<file path="config.mk">
export PLATFORM = sky130hd
export DESIGN_NAME = bbt_core
export DESIGN_NICKNAME = d
export VERILOG_FILES = /design/src/bbt_pkg.sv /design/src/bbt_core.sv /design/src/bbt_bit_locate.sv
export VERILOG_INCLUDE_DIRS = /design/src
export SDC_FILE = /design/constraint.sdc
export NUM_CORES = 1
export LEC_CHECK = 0
export CAP_MARGIN = 0
export CORE_MARGIN = 3
export CORE_UTILIZATION = 54
export DETAILED_ROUTE_END_ITERATION = 16
export DONT_BUFFER_PORTS = 1
export GPL_TIMING_DRIVEN = 0
export PLACE_DENSITY = 0.8
export REMOVE_ABC_BUFFERS = 1
export SYNTH_ARGS = -nofsm -noshare
export SYNTH_HDL_FRONTEND = slang
export SYNTH_SLANG_ARGS = --single-unit
</file>
<file path="constraint.sdc">
create_clock -name clk -period 10.33 [get_ports clk]
set_input_delay 0 -clock clk [delete_from_list [all_inputs] [get_ports clk]]
set_output_delay 0 -clock clk [all_outputs]
set_load 0.05 [all_outputs]
</file>
<file path="src/bbt_consts.svh">
/*
 * Constants for the bit-manipulation and branch timing block:
 * opcode encodings, instruction lengths, cycle counts and reset values.
 * Assumes inclusion by bare name from each design file that uses its macros.
 */
`ifndef BBT_CONSTS_SVH
`define BBT_CONSTS_SVH

// Opcode encodings
`define BBT_OP_NOP        8'h00
`define BBT_OP_AND_BIT    8'h82
`define BBT_OP_AND_NBIT   8'hb0
`define BBT_OP_OR_BIT     8'h72
`define BBT_OP_OR_NBIT    8'ha0
`define BBT_OP_MOV_CB     8'ha2
`define BBT_OP_MOV_BC     8'h92
`define BBT_OP_CLR_C      8'hc3
`define BBT_OP_CLR_B      8'hc2
`define BBT_OP_SET_C      8'hd3
`define BBT_OP_SET_B      8'hd2
`define BBT_OP_CPL_C      8'hb3
`define BBT_OP_CPL_B      8'hb2
`define BBT_OP_BR_CY      8'h40
`define BBT_OP_BR_NCY     8'h50
`define BBT_OP_BR_B1      8'h20
`define BBT_OP_BR_B0      8'h30
`define BBT_OP_BR_BCLR    8'h10
`define BBT_OP_SHORT_JMP  8'h80
`define BBT_OP_IND_JMP    8'h73
`define BBT_OP_BR_AZ      8'h60
`define BBT_OP_BR_ANZ     8'h70
`define BBT_OP_CMP_AD     8'hb5
`define BBT_OP_CMP_AI     8'hb4
`define BBT_OP_DEC_D      8'hd5
`define BBT_OP_CMP_RI_HI  7'h5b
`define BBT_OP_CMP_RN_HI  5'h17
`define BBT_OP_DEC_RN_HI  5'h1b

// Instruction lengths in bytes
`define BBT_LEN_1         2'h1
`define BBT_LEN_2         2'h2
`define BBT_LEN_3         2'h3

// Base cycle counts; a taken conditional branch adds one
`define BBT_CYC_1         3'h1
`define BBT_CYC_2         3'h2
`define BBT_CYC_3         3'h3
`define BBT_CYC_4         3'h4

// Counters, address layout and reset values
`define BBT_CNT_ZERO      3'h0
`define BBT_CNT_ONE       3'h1
`define BBT_PC_STEP       16'h0001
`define BBT_RESET_PC      16'h0000
`define BBT_BYTE_ZERO     8'h00
`define BBT_BIT_ONE       8'h01
`define BBT_BIT_RAM_HI    4'h2
`define BBT_SFR_BIT_PAD   3'h0
`define BBT_RBANK_PAD     3'h0
`define BBT_RI_PAD        2'h0

`endif

</file>
<file path="src/bbt_pkg.sv">
/*
 * Types of the bit-manipulation and branch timing block.
 * Assumes nothing of its surroundings; included before all modules.
 */
package bbt_pkg;

   typedef enum logic [4:0] {
      K_NOP, K_AND, K_ANDN, K_OR, K_ORN, K_MOVCB, K_MOVBC,
      K_CLRC, K_CLRB, K_SETCY, K_SETBIT, K_CPLC, K_CPLB,
      K_BRCY, K_BRNCY, K_BRB1, K_BRB0, K_BRBCLR, K_SJ, K_IJ,
      K_BRAZ, K_BRANZ, K_CMPAD, K_CMPAI, K_CMPRI, K_CMPRN,
      K_DECRN, K_DECD, K_BAD
   } bbt_kind_t;

   typedef enum logic [1:0] {
      PH_FETCH = 2'h1,
      PH_WAIT  = 2'h2
   } bbt_phase_t;

   typedef struct packed {
      logic [1:0] len;
      logic [2:0] base;
      logic       cond;
      bbt_kind_t  kind;
   } bbt_dec_t;

   typedef struct packed {
      logic [7:0]  acc;
      logic [15:0] data_pointer;
      logic [1:0]  bank;
   } bbt_arch_t;

   typedef struct packed {
      logic       en;
      logic [7:0] addr;
      logic [7:0] data;
   } bbt_wr_t;

   typedef struct packed {
      logic       valid;
      logic [7:0] opcode;
      logic [1:0] len;
      logic [2:0] cycles;
      logic       taken;
   } bbt_retire_t;

   typedef struct packed {
      bbt_phase_t  phase;
      logic [2:0]  cnt;
      logic [2:0]  need;
      logic [15:0] fptr;
      logic [15:0] target;
      logic [7:0]  op;
      logic [7:0]  b1;
      logic [7:0]  ptr;
      logic        carry;
      logic        taken;
      bbt_wr_t     wr;
      bbt_retire_t ret;
      bbt_kind_t   r_kind;
      logic        bad;
   } bbt_state_t;

endpackage : bbt_pkg

</file>
<file path="src/bbt_core.sv">
/*
 * Execution and cycle timing of the bit-manipulation and branch
 * instruction groups: fetch, decode, condition test, write-back.
 * Assumes a program memory that answers pm_addr in the same cycle,
 * a data memory with same-cycle read and write at the clock edge,
 * and accumulator, data pointer and bank select held elsewhere.
 */
`timescale 1ns/1ps
`include "bbt_consts.svh"

module bbt_core
   import bbt_pkg::*;
#(
   parameter logic [15:0] RESET_ADDR = `BBT_RESET_PC
)
(
   input  logic        clk,
   input  logic        reset_n,
   output logic [15:0] pm_addr,
   input  logic [7:0]  pm_data,
   input  bbt_arch_t   arch,
   output logic        rd_en,
   output logic [7:0]  rd_addr,
   input  logic [7:0]  rd_data,
   output bbt_wr_t     wr,
   output logic        carry,
   output bbt_retire_t retire,
   output logic        unsupported_op
);

   bbt_state_t  s;
   bbt_state_t  next_s;
   bbt_dec_t    d;
   bbt_kind_t   k;
   logic [7:0]  op_now;
   logic [7:0]  bit_src;
   logic [7:0]  bit_byte;
   logic [2:0]  bit_idx;
   logic [7:0]  mask;
   logic [7:0]  dec_val;
   logic [15:0] seq;
   logic [15:0] rel_tgt;
   logic [15:0] ind_tgt;
   logic        fetch;
   logic        eval;
   logic        done;
   logic        rbit;
   logic        tk;
   logic        cy;

   function automatic bbt_dec_t decode(input logic [7:0] op);
      bbt_dec_t r;
      r = '{`BBT_LEN_1, `BBT_CYC_1, 1'h0, K_BAD};
      case (op)
         `BBT_OP_NOP:       r.kind = K_NOP;
         `BBT_OP_CLR_C:     r.kind = K_CLRC;
         `BBT_OP_SET_C:     r.kind = K_SETCY;
         `BBT_OP_CPL_C:     r.kind = K_CPLC;
         `BBT_OP_CLR_B:     r = '{`BBT_LEN_2, `BBT_CYC_2, 1'h0, K_CLRB};
         `BBT_OP_SET_B:     r = '{`BBT_LEN_2, `BBT_CYC_2, 1'h0, K_SETBIT};
         `BBT_OP_CPL_B:     r = '{`BBT_LEN_2, `BBT_CYC_2, 1'h0, K_CPLB};
         `BBT_OP_AND_BIT:   r = '{`BBT_LEN_2, `BBT_CYC_2, 1'h0, K_AND};
         `BBT_OP_AND_NBIT:  r = '{`BBT_LEN_2, `BBT_CYC_2, 1'h0, K_ANDN};
         `BBT_OP_OR_BIT:    r = '{`BBT_LEN_2, `BBT_CYC_2, 1'h0, K_OR};
         `BBT_OP_OR_NBIT:   r = '{`BBT_LEN_2, `BBT_CYC_2, 1'h0, K_ORN};
         `BBT_OP_MOV_CB:    r = '{`BBT_LEN_2, `BBT_CYC_2, 1'h0, K_MOVCB};
         `BBT_OP_MOV_BC:    r = '{`BBT_LEN_2, `BBT_CYC_2, 1'h0, K_MOVBC};
         `BBT_OP_BR_CY:     r = '{`BBT_LEN_2, `BBT_CYC_2, 1'h1, K_BRCY};
         `BBT_OP_BR_NCY:    r = '{`BBT_LEN_2, `BBT_CYC_2, 1'h1, K_BRNCY};
         `BBT_OP_BR_B1:     r = '{`BBT_LEN_3, `BBT_CYC_3, 1'h1, K_BRB1};
         `BBT_OP_BR_B0:     r = '{`BBT_LEN_3, `BBT_CYC_3, 1'h1, K_BRB0};
         `BBT_OP_BR_BCLR:   r = '{`BBT_LEN_3, `BBT_CYC_3, 1'h1, K_BRBCLR};
         `BBT_OP_SHORT_JMP: r = '{`BBT_LEN_2, `BBT_CYC_3, 1'h0, K_SJ};
         `BBT_OP_IND_JMP:   r = '{`BBT_LEN_1, `BBT_CYC_3, 1'h0, K_IJ};
         `BBT_OP_BR_AZ:     r = '{`BBT_LEN_2, `BBT_CYC_2, 1'h1, K_BRAZ};
         `BBT_OP_BR_ANZ:    r = '{`BBT_LEN_2, `BBT_CYC_2, 1'h1, K_BRANZ};
         `BBT_OP_CMP_AD:    r = '{`BBT_LEN_3, `BBT_CYC_4, 1'h1, K_CMPAD};
         `BBT_OP_CMP_AI:    r = '{`BBT_LEN_3, `BBT_CYC_3, 1'h1, K_CMPAI};
         `BBT_OP_DEC_D:     r = '{`BBT_LEN_3, `BBT_CYC_3, 1'h1, K_DECD};
         default: begin
            if (op[7:3] == `BBT_OP_CMP_RN_HI) begin
               r = '{`BBT_LEN_3, `BBT_CYC_3, 1'h1, K_CMPRN};
            end else if (op[7:1] == `BBT_OP_CMP_RI_HI) begin
               r = '{`BBT_LEN_3, `BBT_CYC_4, 1'h1, K_CMPRI};
            end else if (op[7:3] == `BBT_OP_DEC_RN_HI) begin
               r = '{`BBT_LEN_2, `BBT_CYC_2, 1'h1, K_DECRN};
            end
         end
      endcase
      return r;
   endfunction : decode

   // Opcode is live on the bus in the first cycle, held afterwards
   assign op_now  = (s.cnt == `BBT_CNT_ZERO) ? pm_data : s.op;
   assign d       = decode(op_now);
   assign k       = d.kind;
   assign fetch   = (s.phase == PH_FETCH);
   assign eval    = fetch && ((s.cnt + `BBT_CNT_ONE) == {1'h0, d.len});

   // Two-byte bit operations test the bit address still on the bus
   assign bit_src = (s.cnt == `BBT_CNT_ONE) ? pm_data : s.b1;

   bbt_bit_locate u_locate (
      .bit_addr  (bit_src),
      .byte_addr (bit_byte),
      .bit_idx   (bit_idx)
   );

   assign mask    = `BBT_BIT_ONE << bit_idx;
   assign rbit    = |(rd_data & mask);
   assign dec_val = rd_data - `BBT_BIT_ONE;
   assign seq     = s.fptr + `BBT_PC_STEP;
   assign rel_tgt = seq + 16'($signed(pm_data));
   assign ind_tgt = arch.data_pointer + {`BBT_BYTE_ZERO, arch.acc};

   // Data read port
   always_comb begin
      rd_en   = 1'h0;
      rd_addr = bit_byte;
      case (k)
         K_AND, K_ANDN, K_OR, K_ORN, K_MOVCB, K_MOVBC, K_CLRB, K_SETBIT,
         K_CPLB, K_BRB1, K_BRB0, K_BRBCLR: begin
            rd_en = eval;
         end
         K_CMPAD, K_DECD: begin
            rd_en   = eval;
            rd_addr = s.b1;
         end
         K_CMPRN, K_DECRN: begin
            rd_en   = eval;
            rd_addr = {`BBT_RBANK_PAD, arch.bank, op_now[2:0]};
         end
         K_CMPRI: begin
            // Pointer register first, then the byte it points at
            rd_en   = eval || (s.cnt == `BBT_CNT_ONE);
            rd_addr = eval ? s.ptr : {`BBT_RBANK_PAD, arch.bank, `BBT_RI_PAD, op_now[0]};
         end
         default: begin
            rd_en = 1'h0;
         end
      endcase
   end

   // Next state
   always_comb begin
      next_s        = s;
      next_s.wr.en  = 1'h0;
      next_s.ret.valid = 1'h0;
      next_s.bad    = 1'h0;
      tk            = 1'h0;
      cy            = s.carry;
      done          = 1'h0;
      if (fetch) begin
         next_s.fptr = seq;
         if (s.cnt == `BBT_CNT_ZERO) begin
            next_s.op = pm_data;
         end
         if (s.cnt == `BBT_CNT_ONE) begin
            next_s.b1 = pm_data;
            if (k == K_CMPRI) begin
               next_s.ptr = rd_data;
            end
         end
      end
      if (eval) begin
         next_s.target  = rel_tgt;
         next_s.wr.addr = rd_addr;
         next_s.wr.data = rd_data;
         case (k)
            K_AND:    cy = s.carry & rbit;
            K_ANDN:   cy = s.carry & ~rbit;
            K_OR:     cy = s.carry | rbit;
            K_ORN:    cy = s.carry | ~rbit;
            K_MOVCB:  cy = rbit;
            K_MOVBC: begin
               next_s.wr.en   = 1'h1;
               next_s.wr.data = (rd_data & ~mask) | (s.carry ? mask : `BBT_BYTE_ZERO);
            end
            K_CLRC:   cy = 1'h0;
            K_SETCY:  cy = 1'h1;
            K_CPLC:   cy = ~s.carry;
            K_CLRB: begin
               next_s.wr.en   = 1'h1;
               next_s.wr.data = rd_data & ~mask;
            end
            K_SETBIT: begin
               next_s.wr.en   = 1'h1;
               next_s.wr.data = rd_data | mask;
            end
            K_CPLB: begin
               next_s.wr.en   = 1'h1;
               next_s.wr.data = rd_data ^ mask;
            end
            K_BRCY:   tk = s.carry;
            K_BRNCY:  tk = ~s.carry;
            K_BRB1:   tk = rbit;
            K_BRB0:   tk = ~rbit;
            K_BRBCLR: begin
               tk             = rbit;
               next_s.wr.en   = rbit;
               next_s.wr.data = rd_data & ~mask;
            end
            K_SJ:     tk = 1'h1;
            K_IJ: begin
               tk            = 1'h1;
               next_s.target = ind_tgt;
            end
            K_BRAZ:   tk = (arch.acc == `BBT_BYTE_ZERO);
            K_BRANZ:  tk = (arch.acc != `BBT_BYTE_ZERO);
            K_CMPAD: begin
               tk = (arch.acc != rd_data);
               cy = (arch.acc < rd_data);
            end
            K_CMPAI: begin
               tk = (arch.acc != s.b1);
               cy = (arch.acc < s.b1);
            end
            K_CMPRN, K_CMPRI: begin
               tk = (rd_data != s.b1);
               cy = (rd_data < s.b1);
            end
            K_DECRN, K_DECD: begin
               tk             = (dec_val != `BBT_BYTE_ZERO);
               next_s.wr.en   = 1'h1;
               next_s.wr.data = dec_val;
            end
            default: begin
               tk = 1'h0;
            end
         endcase
         next_s.carry = cy;
         next_s.taken = tk;
         next_s.need  = d.base + 3'(d.cond & tk);
         next_s.phase = PH_WAIT;
      end
      // Finish on the last counted cycle of the instruction
      if (eval) begin
         done = ((s.cnt + `BBT_CNT_ONE) == next_s.need);
      end else begin
         done = (s.phase == PH_WAIT) && ((s.cnt + `BBT_CNT_ONE) == s.need);
      end
      next_s.cnt = s.cnt + `BBT_CNT_ONE;
      if (done) begin
         next_s.cnt        = `BBT_CNT_ZERO;
         next_s.phase      = PH_FETCH;
         if (next_s.taken) begin
            next_s.fptr = next_s.target;
         end
         next_s.ret.valid  = 1'h1;
         next_s.ret.opcode = op_now;
         next_s.ret.len    = d.len;
         next_s.ret.cycles = s.cnt + `BBT_CNT_ONE;
         next_s.ret.taken  = next_s.taken;
         next_s.r_kind     = k;
         next_s.bad        = (k == K_BAD);
      end
   end

   always_ff @(posedge clk or negedge reset_n) begin
      if (!reset_n) begin
         s <= '{phase: PH_FETCH, fptr: RESET_ADDR, r_kind: K_NOP, default: '0};
      end else begin
         s <= next_s;
      end
   end

   assign pm_addr        = s.fptr;
   assign wr             = s.wr;
   assign carry          = s.carry;
   assign retire         = s.ret;
   assign unsupported_op = s.bad;

   // Checks
   logic [2:0] gap;

   always_ff @(posedge clk or negedge reset_n) begin
      if (!reset_n) begin
         gap <= `BBT_CNT_ZERO;
      end else begin
         gap <= s.ret.valid ? `BBT_CNT_ONE : gap + `BBT_CNT_ONE;
      end
   end

   logic [15:0] rel_latch;

   // Expected target: byte after the displacement plus the signed displacement
   always_ff @(posedge clk or negedge reset_n) begin
      if (!reset_n) begin
         rel_latch <= `BBT_RESET_PC;
      end else if (eval) begin
         rel_latch <= pm_addr + `BBT_PC_STEP + 16'($signed(pm_data));
      end
   end
endmodule : bbt_core

</file>
<file path="src/bbt_bit_locate.sv">
/*
 * Maps a direct bit address to its byte address and bit position.
 * Assumes bit-addressable RAM from byte 0x20 and bit-addressable
 * registers on addresses ending in 0 or 8 above 0x80.
 */
`timescale 1ns/1ps
`include "bbt_consts.svh"

module bbt_bit_locate
   import bbt_pkg::*;
(
   input  logic [7:0] bit_addr,
   output logic [7:0] byte_addr,
   output logic [2:0] bit_idx
);

   // Upper half addresses registers, lower half the bit RAM
   assign byte_addr = bit_addr[7] ? {bit_addr[7:3], `BBT_SFR_BIT_PAD}
                                  : {`BBT_BIT_RAM_HI, bit_addr[6:3]};
   assign bit_idx   = bit_addr[2:0];

endmodule : bbt_bit_locate

</file>
==> impl_metrics.yaml, run 1 <==
power:
  p_per_area_nw_per_um2: 336.6
  p_leak_nw: 4.157
  ir_drop_uv: 148.8
detailed_routing:
  drtPass1Iterations: 6
  drc_errors: 0
  drtIter0Drc: 739
  ant_nets: 0
  wire_per_inst_um: 21.46
  vias: 7767
  routed_wl_um: 26310
  viasPerCell: 6.335
clock_tree:
  clk_pin_slew_worst_paths_ps: 70
  cts_buffer_depth: 2
  post_cts_buffers: 0
  cts_hold_buf: 22
  cts_htree_levels: 3
  cts_resized: 0
  clock_latency_ps: 370
  clock_sinks: 99
  cts-root-buf: "clkbuf_16"
  cts_made_buffers: 9
  tritoncts: "done"
setup_path:
  crit_top_cell: "ha_1"
  crit_buf_inv: 1
  crit_arrival_ps: 7420
  worstSetupStartpointType: "flip-flop"
  cp_slowest_stage_delay_ps: 760
  cp_max_fo: 32
  reg2reg_slack_ps: 3140
  cp_slowest_cell: "mux2i_2"
  critPathTopFamily: "simple AND/OR/NAND/NOR gates"
  cp_cell_sequence: "inv_1 -> ha_1 -> nand2b_2 -> mux2i_2 -> nand4_1 -> nand2b_1 -> and4b_2 -> nand3_1 -> mux2_2 -> xor2_1 -> o31a_1 -> a21oi_1 -> ha_1 -> ha_1 -> nor2b_1 -> o211ai_1 -> nor2b_1 -> o2111ai_4 -> o21ai_4 -> mux2_2"
  required_ps: 10570
  end_kind: "flip-flop"
  crit_type: "flip-flop to flip-flop"
global_routing:
  antenna_found_initial: 1
  grt.total_usage_pct: 29.19
  grt_pass1_wl_um: 42010
  grt_max_degree: 100
  first_global_vias: 7733
  grt_overflow: 0
die:
  die_height_um: 135.5
  initial_core_util_pct: 55.98
  die_x_um: 135.5
  ioPinCount: 103
  row_count: 46
  die_area_um2: 18360
  core-area_um2: 16170
finish:
  multi_input_area_um2: 5868
  num-nets-final: 1130
  final_cell_count_no_fill: 1226
  fillers: 1416
  ff_latch_area_um2: 2479
  layout-area-overhead-vs-synth_pct: 2.681
  drive_gt1_share_pct: 9.901
  utilization_pct: 57.48
  antennaDiodeCount: 0
  fin_area_um2: 9296
synth:
  ys_seq_area_share_pct: 27.38
  synth_cell_types: 76
  synth_area_um2: 9054
  yosys_most_used_dff: "dfrtp_1"
  synth_top_area_share_pct: 27.09
  ys.warnings.count: 0
  syn-instance-count: 1054
  async_flop_share_pct: 100.0
  synth_edf_count: 0
  syn_avg_cell_area_um2: 8.590
  yosys.area.top_type: "dfrtp_1"
  synth.area.top_cells: "dfrtp_1, ha_1, mux2_2"
  synth-seq-cells: 99
timing:
  setup_viol: 0
  setup_tns_ps: 0
  setup_slack_ps: 3144
  finalHoldViolations: 0
  fin_crit_ps: 7186
  fmax_mhz: 139.2
  worstMarginPinSlew_ps: 1249
  finalCritPeriodShare_pct: 69.56
  drv_slew: 0
  rsz0062_at_grt: "no"
  skew_ps: 15.27
  max-slew-margin-rel_pct: 16.33
hold_path:
  hold_path_class: "input port to flip-flop"
place:
  routabilityCongestion: 0.9986
  place.detailed.hpwl_um: 18630
  dp_slack_ps: 3294
  place_inst: 1188
  place_area_um2: 8781
  port_buffers: 0
outcome:
  status: "finished clean"
flow_run:
  maxCapViolCount: 0
[layout make-up]
type / instances / area share [%]
clock inverter: 5 / 0.4307
multi-input combinational: 828 / 63.12
clock buffer: 11 / 2.503
sequential: 99 / 26.66
tap: 216 / 2.907
timing repair buffer: 22 / 2.557
inverter: 45 / 1.817
[path summary, 6_finish.rpt]
kind / from / end / cells past startpoint
min in group asynchronous: reset_n / wr[1] / 2
max in group asynchronous: reset_n / retire[4] / 2
hold reg to reg: s[77] / s[77] / 2
hold / removal: rd_data[5] / wr[5] / 3
setup reg to reg: s[99] / retire[6] / 20
setup / recovery: s[99] / retire[6] / 20
[power breakdown]
part | internal (mW) | total, mW | switching [mW]
sequential | 0.548 | 1.00 | 0.454
clock | 0.166 | 0.328 | 0.162
combinational | 0.680 | 1.80 | 1.12
total | 1.39 | 3.13 | 1.74
[synthesized netlist by cell type (all sizes together) (21+ instances only)]
cell / n
a21oi: 63
buf: 59
clkbuf: 23
dfrtp: 98
ha: 79
inv: 45
mux2: 57
nand2: 113
nand2b: 21
nand3: 23
nor2: 83
o21ai: 90
xnor2: 34
xor2: 29
[sequential cells by signal, indices dropped and copies added (netlist names)]
signal          flops
carry               1
pm_addr            16
retire             15
s                  49
unsupported_op      1
wr                 17
[placed cells by master, fill, tap and decap left out, types with 17 or more instances in the layout]
cell type / synthesis / routed
xor2_1: 29 / 29
nand2_1: 112 / 112
a21o_1: 17 / 17
nand2b_1: 21 / 20
inv_1: 45 / 45
mux2_2: 42 / 42
dfrtp_1: 98 / 98
ha_1: 79 / 79
nor2b_1: 17 / 17
xnor2_1: 34 / 34
o21ai_0: 88 / 88
nand3_1: 23 / 23
nor3_1: 20 / 19
dlygate4sd3_1: 0 / 21
nor2_1: 83 / 83
a21oi_1: 63 / 63
nand4_1: 17 / 17
[worst register-to-register path, cell delays in order, from the launching register on]
cell and delay, ps:
dfrtp_1 520, inv_1 160, ha_1 330, nand2b_2 650, mux2i_2 780, nand4_1 400
nand2b_1 520, and4b_2 400, nand3_1 190, mux2_2 410, xor2_1 170, o31a_1 280
a21oi_1 180, ha_1 180, ha_1 240, nor2b_1 130, o211ai_1 140, nor2b_1 250
o2111ai_4 190, o21ai_4 560, mux2_2 410
[layer usage]
metal | vias to the layer above | share of wire, % | global-route usage, %
li1 | 3621 | - | -
met1 | 3722 | 42 | 38.19
met2 | 346 | 45 | 45.93
met3 | 76 | 9.7 | 8.432
met4 | 2 | 3.1 | 11.03
met5 | - | 0.057 | 0
[cell families (layout without fill, tap and decap cells)]
| group | count (synthesis) | after routing | synth area share, % |
|---|---|---|---|
| simple gates | 347 | 347 | 18.78 |
| fa+ha+maj | 81 | 81 | 11.36 |
| buf+inv | 127 | 83 | 7.891 |
| xor+xnor | 63 | 63 | 6.095 |
| mux | 71 | 71 | 9.425 |
| flops | 99 | 99 | 27.38 |
| compound gates | 266 | 266 | 19.07 |
[through the flow]
step           hold slack (ps)  total power, mW
2_1_floorplan           -295.6            2.354
4_1_cts                 0.9848            3.108
6_report                 17.87            3.129
3_3_place_gp            -291.7            2.708
5_1_grt                  35.88            3.357
3_5_place_dp            -292.3            2.750
(Power assumes the default switching activity.)
==> inputs of run 2 (changes only) <==
Settings changed: ABC_AREA set to 1, PLACE_DENSITY 0.8 to 0.83.
Clock period 10.33 ns to 6.25 ns, I/O delays scaled along.
==> run 2 against run 1 <==
- clock skew shrank 2.5 ps
- count of clock-buffer cells in the layout increased by 1
- core utilization is 0.40 points lower
- routed wire length increased by 4.5%
- flip-flop and latch count is the same
- die area up 1.7%
- register-to-register slack got worse by 2700 ps
- critical path type unchanged
- critical endpoint is now unsupported_op
- largest cell class unchanged
==> impl_metrics.yaml, run 2 <==
clock_tree:
  tritoncts: "done"
  cts-root-buf: "clkbuf_16"
  clock_latency_ps: 360
  cts_buffer_depth: 2
  cts_made_buffers: 9
  clock_sinks: 99
  post_cts_buffers: 0
  cts_htree_levels: 3
  clk_pin_slew_worst_paths_ps: 70
setup_path:
  rr_worst_depth: 26
  worstSetupStartpointType: "flip-flop"
  r2r_start: "s[99]"
  timing.rr.end: "unsupported_op"
  reg2reg_slack_ps: 490
  crit_arrival_ps: 6040
  cp_max_fo: 33
  required_ps: 6530
  end_kind: "flip-flop"
  crit_type: "flip-flop to flip-flop"
global_routing:
  grt_pass1_wl_um: 43400
  antenna_found_initial: 0
  grt_max_degree: 100
  first_global_vias: 8440
  grt_overflow: 0
  grt.total_usage_pct: 29.38
detailed_routing:
  vias: 8946
  drtIter0Drc: 817
  routed_wl_um: 27500
  viasPerCell: 5.921
  drc_errors: 0
  drtPass1Iterations: 5
  ant_nets: 0
  wire_per_inst_um: 18.20
synth:
  yosys_most_used_dff: "dfrtp_1"
  synthTopCellsByCount: "nand2_1, inv_1, nand3_1, o21ai_0, dfrtp_1"
  syn_avg_cell_area_um2: 6.892
  syn-instance-count: 1337
  yosys.area.top_type: "dfrtp_1"
  synth.area.top_cells: "dfrtp_1, nand2_1, ha_1"
  synth_edf_count: 0
  synth_cell_types: 56
  synth_area_um2: 9215
  post-synth-top-count-cell: "nand2_1"
  ys.warnings.count: 0
  synth_top_area_share_pct: 26.61
  async_flop_share_pct: 100.0
  ys_seq_area_share_pct: 26.90
  synth-seq-cells: 99
timing:
  finalHoldWorstSlack_ps: 0.2146
  setup_slack_ps: 491.0
  setup_viol: 0
  fin_crit_ps: 5759
  worstMarginPinSlew_ps: 1222
  max-slew-margin-rel_pct: 18.44
  fmax_mhz: 173.6
  rsz0062_at_grt: "no"
  finalHoldViolations: 0
  skew_ps: 12.79
  drv_slew: 0
  finalCritPeriodShare_pct: 92.14
  setup_tns_ps: 0
power:
  total_power_mw: 1.436
  p_sw_mw: 0.3865
  swShare_pct: 26.91
  ir_drop_uv: 141.7
  p_per_area_nw_per_um2: 151.2
  pwr-share-seq_pct: 44.6
  p_clk_share_pct: 42.6
  p_leak_nw: 5.146
  pwr-share-comb_pct: 12.8
  internal_power_mw: 1.050
finish:
  final_cell_mix: "nand2_1, inv_1, nand3_1"
  fillers: 1566
  mostFrequentLayoutCell: "nand2_1"
  antennaDiodeCount: 0
  num-nets-final: 1411
  drive_gt1_share_pct: 5.732
  layout-area-overhead-vs-synth_pct: 3.096
  largest_reg_flops: 49
  largest_register: "s"
  utilization_pct: 57.09
die:
  ioPinCount: 103
  die_height_um: 136.6
  die_area_um2: 18670
  core-area_um2: 16640
  die_x_um: 136.6
  initial_core_util_pct: 55.37
  row_count: 47
place:
  place.detailed.hpwl_um: 19550
  dp_slack_ps: -144.6
  routabilityCongestion: 0.9370
  port_buffers: 0
hold_path:
  hold_path_depth: 4
  worstHoldStart: "arch[15]"
  hold_path_class: "input port to flip-flop"
  hold_end: "s[77]"
outcome:
  status: "finished clean"
flow_run:
  maxCapViolCount: 0
## run 2: how the worst max path moves through the flow
stage	start	endpoint	slack, ps
floorplan	s[99]	s[102]	1500
global placement	s[99]	retire[2]	9
detailed placement	s[99]	s[103]	-140
CTS	s[99]	rd_en	150
global route	s[99]	unsupported_op	50
finish	s[99]	unsupported_op	490
## run 2: metal layers
layer  up-vias  routed length [um]  global-route usage (%)  share of wire (%)
li1       4257                   -                       -                  -
met1      4190               10760                   36.33                 39
met2       426               13180                   50.38                 48
met3        73                2457                   6.544                8.9
met4         0                1103                   10.30                4.0
met5         -                   0                       0                  0
## run 2: layout make-up
cell class	instances	area, um2	area share (%)
clock buffers	12	266.5	2.805
clock inverters	4	56.30	0.5927
inverters	149	566.8	5.966
multi-input cells	1006	5629	59.25
flip-flops and latches	99	2479	26.09
well taps	220	275.3	2.897
repair buffers	21	227.7	2.397
## run 2: worst max-delay path: stages (launching register included)
cell	delay, ps
dfrtp_1	490
inv_1	230
ha_1	650
nand2_4	240
nand2_1	110
nand2_1	170
nand2_2	160
nor2_4	60
inv_2	140
nor3_4	110
nor2_1	350
inv_1	110
o21ai_0	90
nand2_1	80
nor2_1	120
nand3_1	190
o21ai_0	140
inv_1	60
ha_1	200
ha_1	190
xnor2_1	170
nand3_1	140
nand3_1	120
nand3_2	600
nand2_8	500
nand2_1	110
nor2_1	110
## run 2: cells by family after synthesis
kind of cell / count (synthesis) / share of synthesized area [%]
AOI/OAI and AO/OA: 210 / 13.32
muxes: 1 / 0.1086
adders and majority gates: 81 / 11.16
DFF: 99 / 26.90
buffers and inverters: 233 / 12.45
xor gates and xnor gates: 38 / 3.612
and+or+nand+nor: 675 / 32.45
## run 2: per-stage QoR
| stage | std cells | cell area (um2) |
|---|---|---|
| CTS | 1510 | 9463 |
| detailed placement | 1473 | 8910 |
| global placement | 1473 | 8910 |
| floorplan | 1253 | 8635 |
| finish | 1511 | 9500 |
| global route | 1511 | 9500 |
## run 2: timing repair
| item | 4_1_cts | 5_1_grt |
|---|---|---|
| pin swaps | 0 | 1 |
| endpoints found under the setup margin | 33 | 43 |
| endpoints found under the hold margin | 128 | 0 |
| gates cloned | 0 | 1 |
| hold buffers | 21 | 0 |
| resized for setup | 1 | 4 |
## run 2: power groups by stage
| stage | Sequential, mW | Clock (mW) | Combinational [mW] |
|---|---|---|---|
| 6_report | 0.640 | 0.613 | 0.184 |
| 5_1_grt | 0.640 | 0.646 | 0.205 |
| 4_1_cts | 0.640 | 0.620 | 0.181 |
| 3_5_place_dp | 0.653 | 0 | 0.151 |
| 3_3_place_gp | 0.653 | 0 | 0.147 |
| 2_1_floorplan | 0.653 | 0 | 0.119 |
==> inputs of run 3 (changes only) <==
--- a/config.mk
+++ b/config.mk
@@ -11,3 +11,3 @@
 export CORE_MARGIN = 3
-export CORE_UTILIZATION = 54
+export CORE_UTILIZATION = 59
 export DETAILED_ROUTE_END_ITERATION = 16
@@ -15,3 +15,3 @@
 export GPL_TIMING_DRIVEN = 0
-export PLACE_DENSITY = 0.83
+export PLACE_DENSITY = 0.89
 export REMOVE_ABC_BUFFERS = 1
@@ -20 +20,2 @@
 export SYNTH_SLANG_ARGS = --single-unit
+export TNS_END_PERCENT = 20
==> constraint.sdc (replaced) <==
create_clock -name clk -period 6.25 [get_ports clk]
set_input_delay 1.25 -clock clk [delete_from_list [all_inputs] [get_ports clk]]
set_output_delay 1.25 -clock clk [all_outputs]
set_load 0.05 [all_outputs]
==> run 3 against run 2 <==
- first-iteration DRC count rose by 24%
- sequential power barely moved
- combinational power fell by 14%
- largest power group unchanged
- critical endpoint is now rd_addr[7]
==> impl_metrics.yaml, run 3 (synthesis gave the netlist of run 2 again) <==
setup_path:
  cp_cell_sequence: "inv_1 -> ha_4 -> nand2_4 -> nand2_1 -> nand2_1 -> nand2_2 -> nor2_1 -> nand2_4 -> nand2_1 -> nor2_1 -> nand2_1 -> nor2_2 -> nand3_2 -> nand2_1 -> nand2_1 -> nand4_4 -> inv_12 -> nand3_1 -> o211ai_1"
  crit_buf_inv: 2
  critPathTopFamily: "simple AND/OR/NAND/NOR gates"
  required_ps: 5000
  cp_slowest_cell: "dfrtp_1"
  crit_top_cell: "nand2_1"
  worstSetupStartpointType: "flip-flop"
  crit_type: "flip-flop to primary output"
  crit_arrival_ps: 4740
  cp_slowest_stage_delay_ps: 520
  end_kind: "primary output"
  cp_max_fo: 43
power:
  p_leak_nw: 5.099
  ir_drop_uv: 137.0
  total_power_mw: 1.428
  p_per_area_nw_per_um2: 152.7
detailed_routing:
  viasPerCell: 6.027
  routed_wl_um: 27230
  ant_nets: 0
  vias: 8974
  wire_per_inst_um: 18.29
  drtPass1Iterations: 5
  drtIter0Drc: 1015
  drc_errors: 0
clock_tree:
  clock_latency_ps: 370
  cts_made_buffers: 9
  tritoncts: "done"
  cts_htree_levels: 3
  cts-root-buf: "clkbuf_16"
  cts_hold_buf: 0
  clk_pin_slew_worst_paths_ps: 80
  cts_buffer_depth: 2
  clock_sinks: 99
global_routing:
  grt_pass1_wl_um: 43000
  grt_overflow: 0
  antenna_found_initial: 0
  grt.total_usage_pct: 32.09
  first_global_vias: 8409
  grt_max_degree: 100
timing:
  rsz0062_at_grt: "no"
  finalCritPeriodShare_pct: 95.85
  fin_crit_ps: 5991
  worstMarginPinSlew_ps: 1243
  setup_viol: 0
  skew_ps: 9.164
  finalHoldWorstSlack_ps: 486.9
  drv_slew: 0
  finalHoldViolations: 0
  max-slew-margin-rel_pct: 17.04
  fmax_mhz: 166.9
flow_run:
  maxCapViolCount: 0
finish:
  final_cell_mix: "nand2_1, inv_1, nand3_1"
  drive_gt1_share_pct: 6.495
  largest_reg_flops: 49
  largest_register: "s"
  mostFrequentLayoutCell: "nand2_1"
  antennaDiodeCount: 0
  num-nets-final: 1398
  fillers: 1376
  layout-area-overhead-vs-synth_pct: 1.494
die:
  die_height_um: 131.0
  initial_core_util_pct: 60.39
  row_count: 45
  die_x_um: 131.0
  die_area_um2: 17150
  ioPinCount: 103
  core-area_um2: 15260
place:
  routabilityCongestion: 0.9523
  port_buffers: 0
  place.detailed.hpwl_um: 19440
hold_path:
  hold_path_class: "flip-flop to flip-flop"
outcome:
  status: "finished clean"
==> run 3: cell types whose count changed in the layout (fill, tap and decap cells not counted), sizes merged, moves of 2 or more <==
| cell | delta |
|---|---|
| dlygate4sd3 | -20 |
| clkinvlp | +2 |
| clkbuf | -3 |
| buf | +6 |
==> run 3: timing repair <==
item	4_1_cts	5_1_grt
gates cloned	2	0
buffers inserted	0	7
resized for setup	7	4
hold endpoints to repair	0	0
setup endpoints to repair	42	42
pin swaps	1	3
==> run 3: per-layer routing <==
layer	wire length (um)	GRT usage, %
met5	0	0
met4	1090	14.88
met3	2546	7.886
met2	13100	52.93
met1	10500	39.49
==> run 3: cell type report <==
| type | count | area (um2) | area share (%) |
|---|---|---|---|
| clock inverter | 7 | 97.59 | 1.043 |
| inverter | 149 | 576.8 | 6.167 |
| timing repair buffer | 7 | 52.55 | 0.5619 |
| tap | 211 | 264.0 | 2.823 |
| sequential | 99 | 2479 | 26.50 |
| multi-input combinational | 1007 | 5658 | 60.50 |
| clock buffer | 9 | 225.2 | 2.408 |
==> run 3: tightest hold or removal path, delay by kind of cell (launching register included) <==
kind          cells  cell delay (ps)
simple gates      2              120
flops             1              330
==> run 3: power breakdown <==
group          internal (mW)  switching (mW)  leakage [nW]
logic                 0.0541           0.104          3.66
registers              0.640               0          1.29
clock network          0.354           0.277         0.152
==> run 3: per-stage QoR <==
stage / setup slack [ps] / util [%] / cells / setup TNS (ps) / area [um2]
2_1_floorplan: 665.3 / - / 1253 / 0 / 8635
4_1_cts: 44.65 / 60.76 / 1482 / 0 / 9271
3_3_place_gp: -531.0 / 58.32 / 1464 / -2035 / 8899
3_5_place_dp: -611.7 / 58.32 / 1464 / -2713 / 8899
6_report: 259.4 / 61.30 / 1489 / 0 / 9353
5_1_grt: 10.89 / 61.30 / 1489 / 0 / 9353
==> run 3: final timing paths <==
path                         start              to  slack, ps  cells after the start
hold / removal               s[64]           s[64]        490                      2
max in group asynchronous  reset_n          s[102]       5480                      0
hold reg to reg              s[64]           s[64]        490                      2
min in group asynchronous  reset_n           wr[2]        580                      0
setup reg to reg             s[99]  unsupported_op        350                     26
setup / recovery             s[99]      rd_addr[7]        260                     19
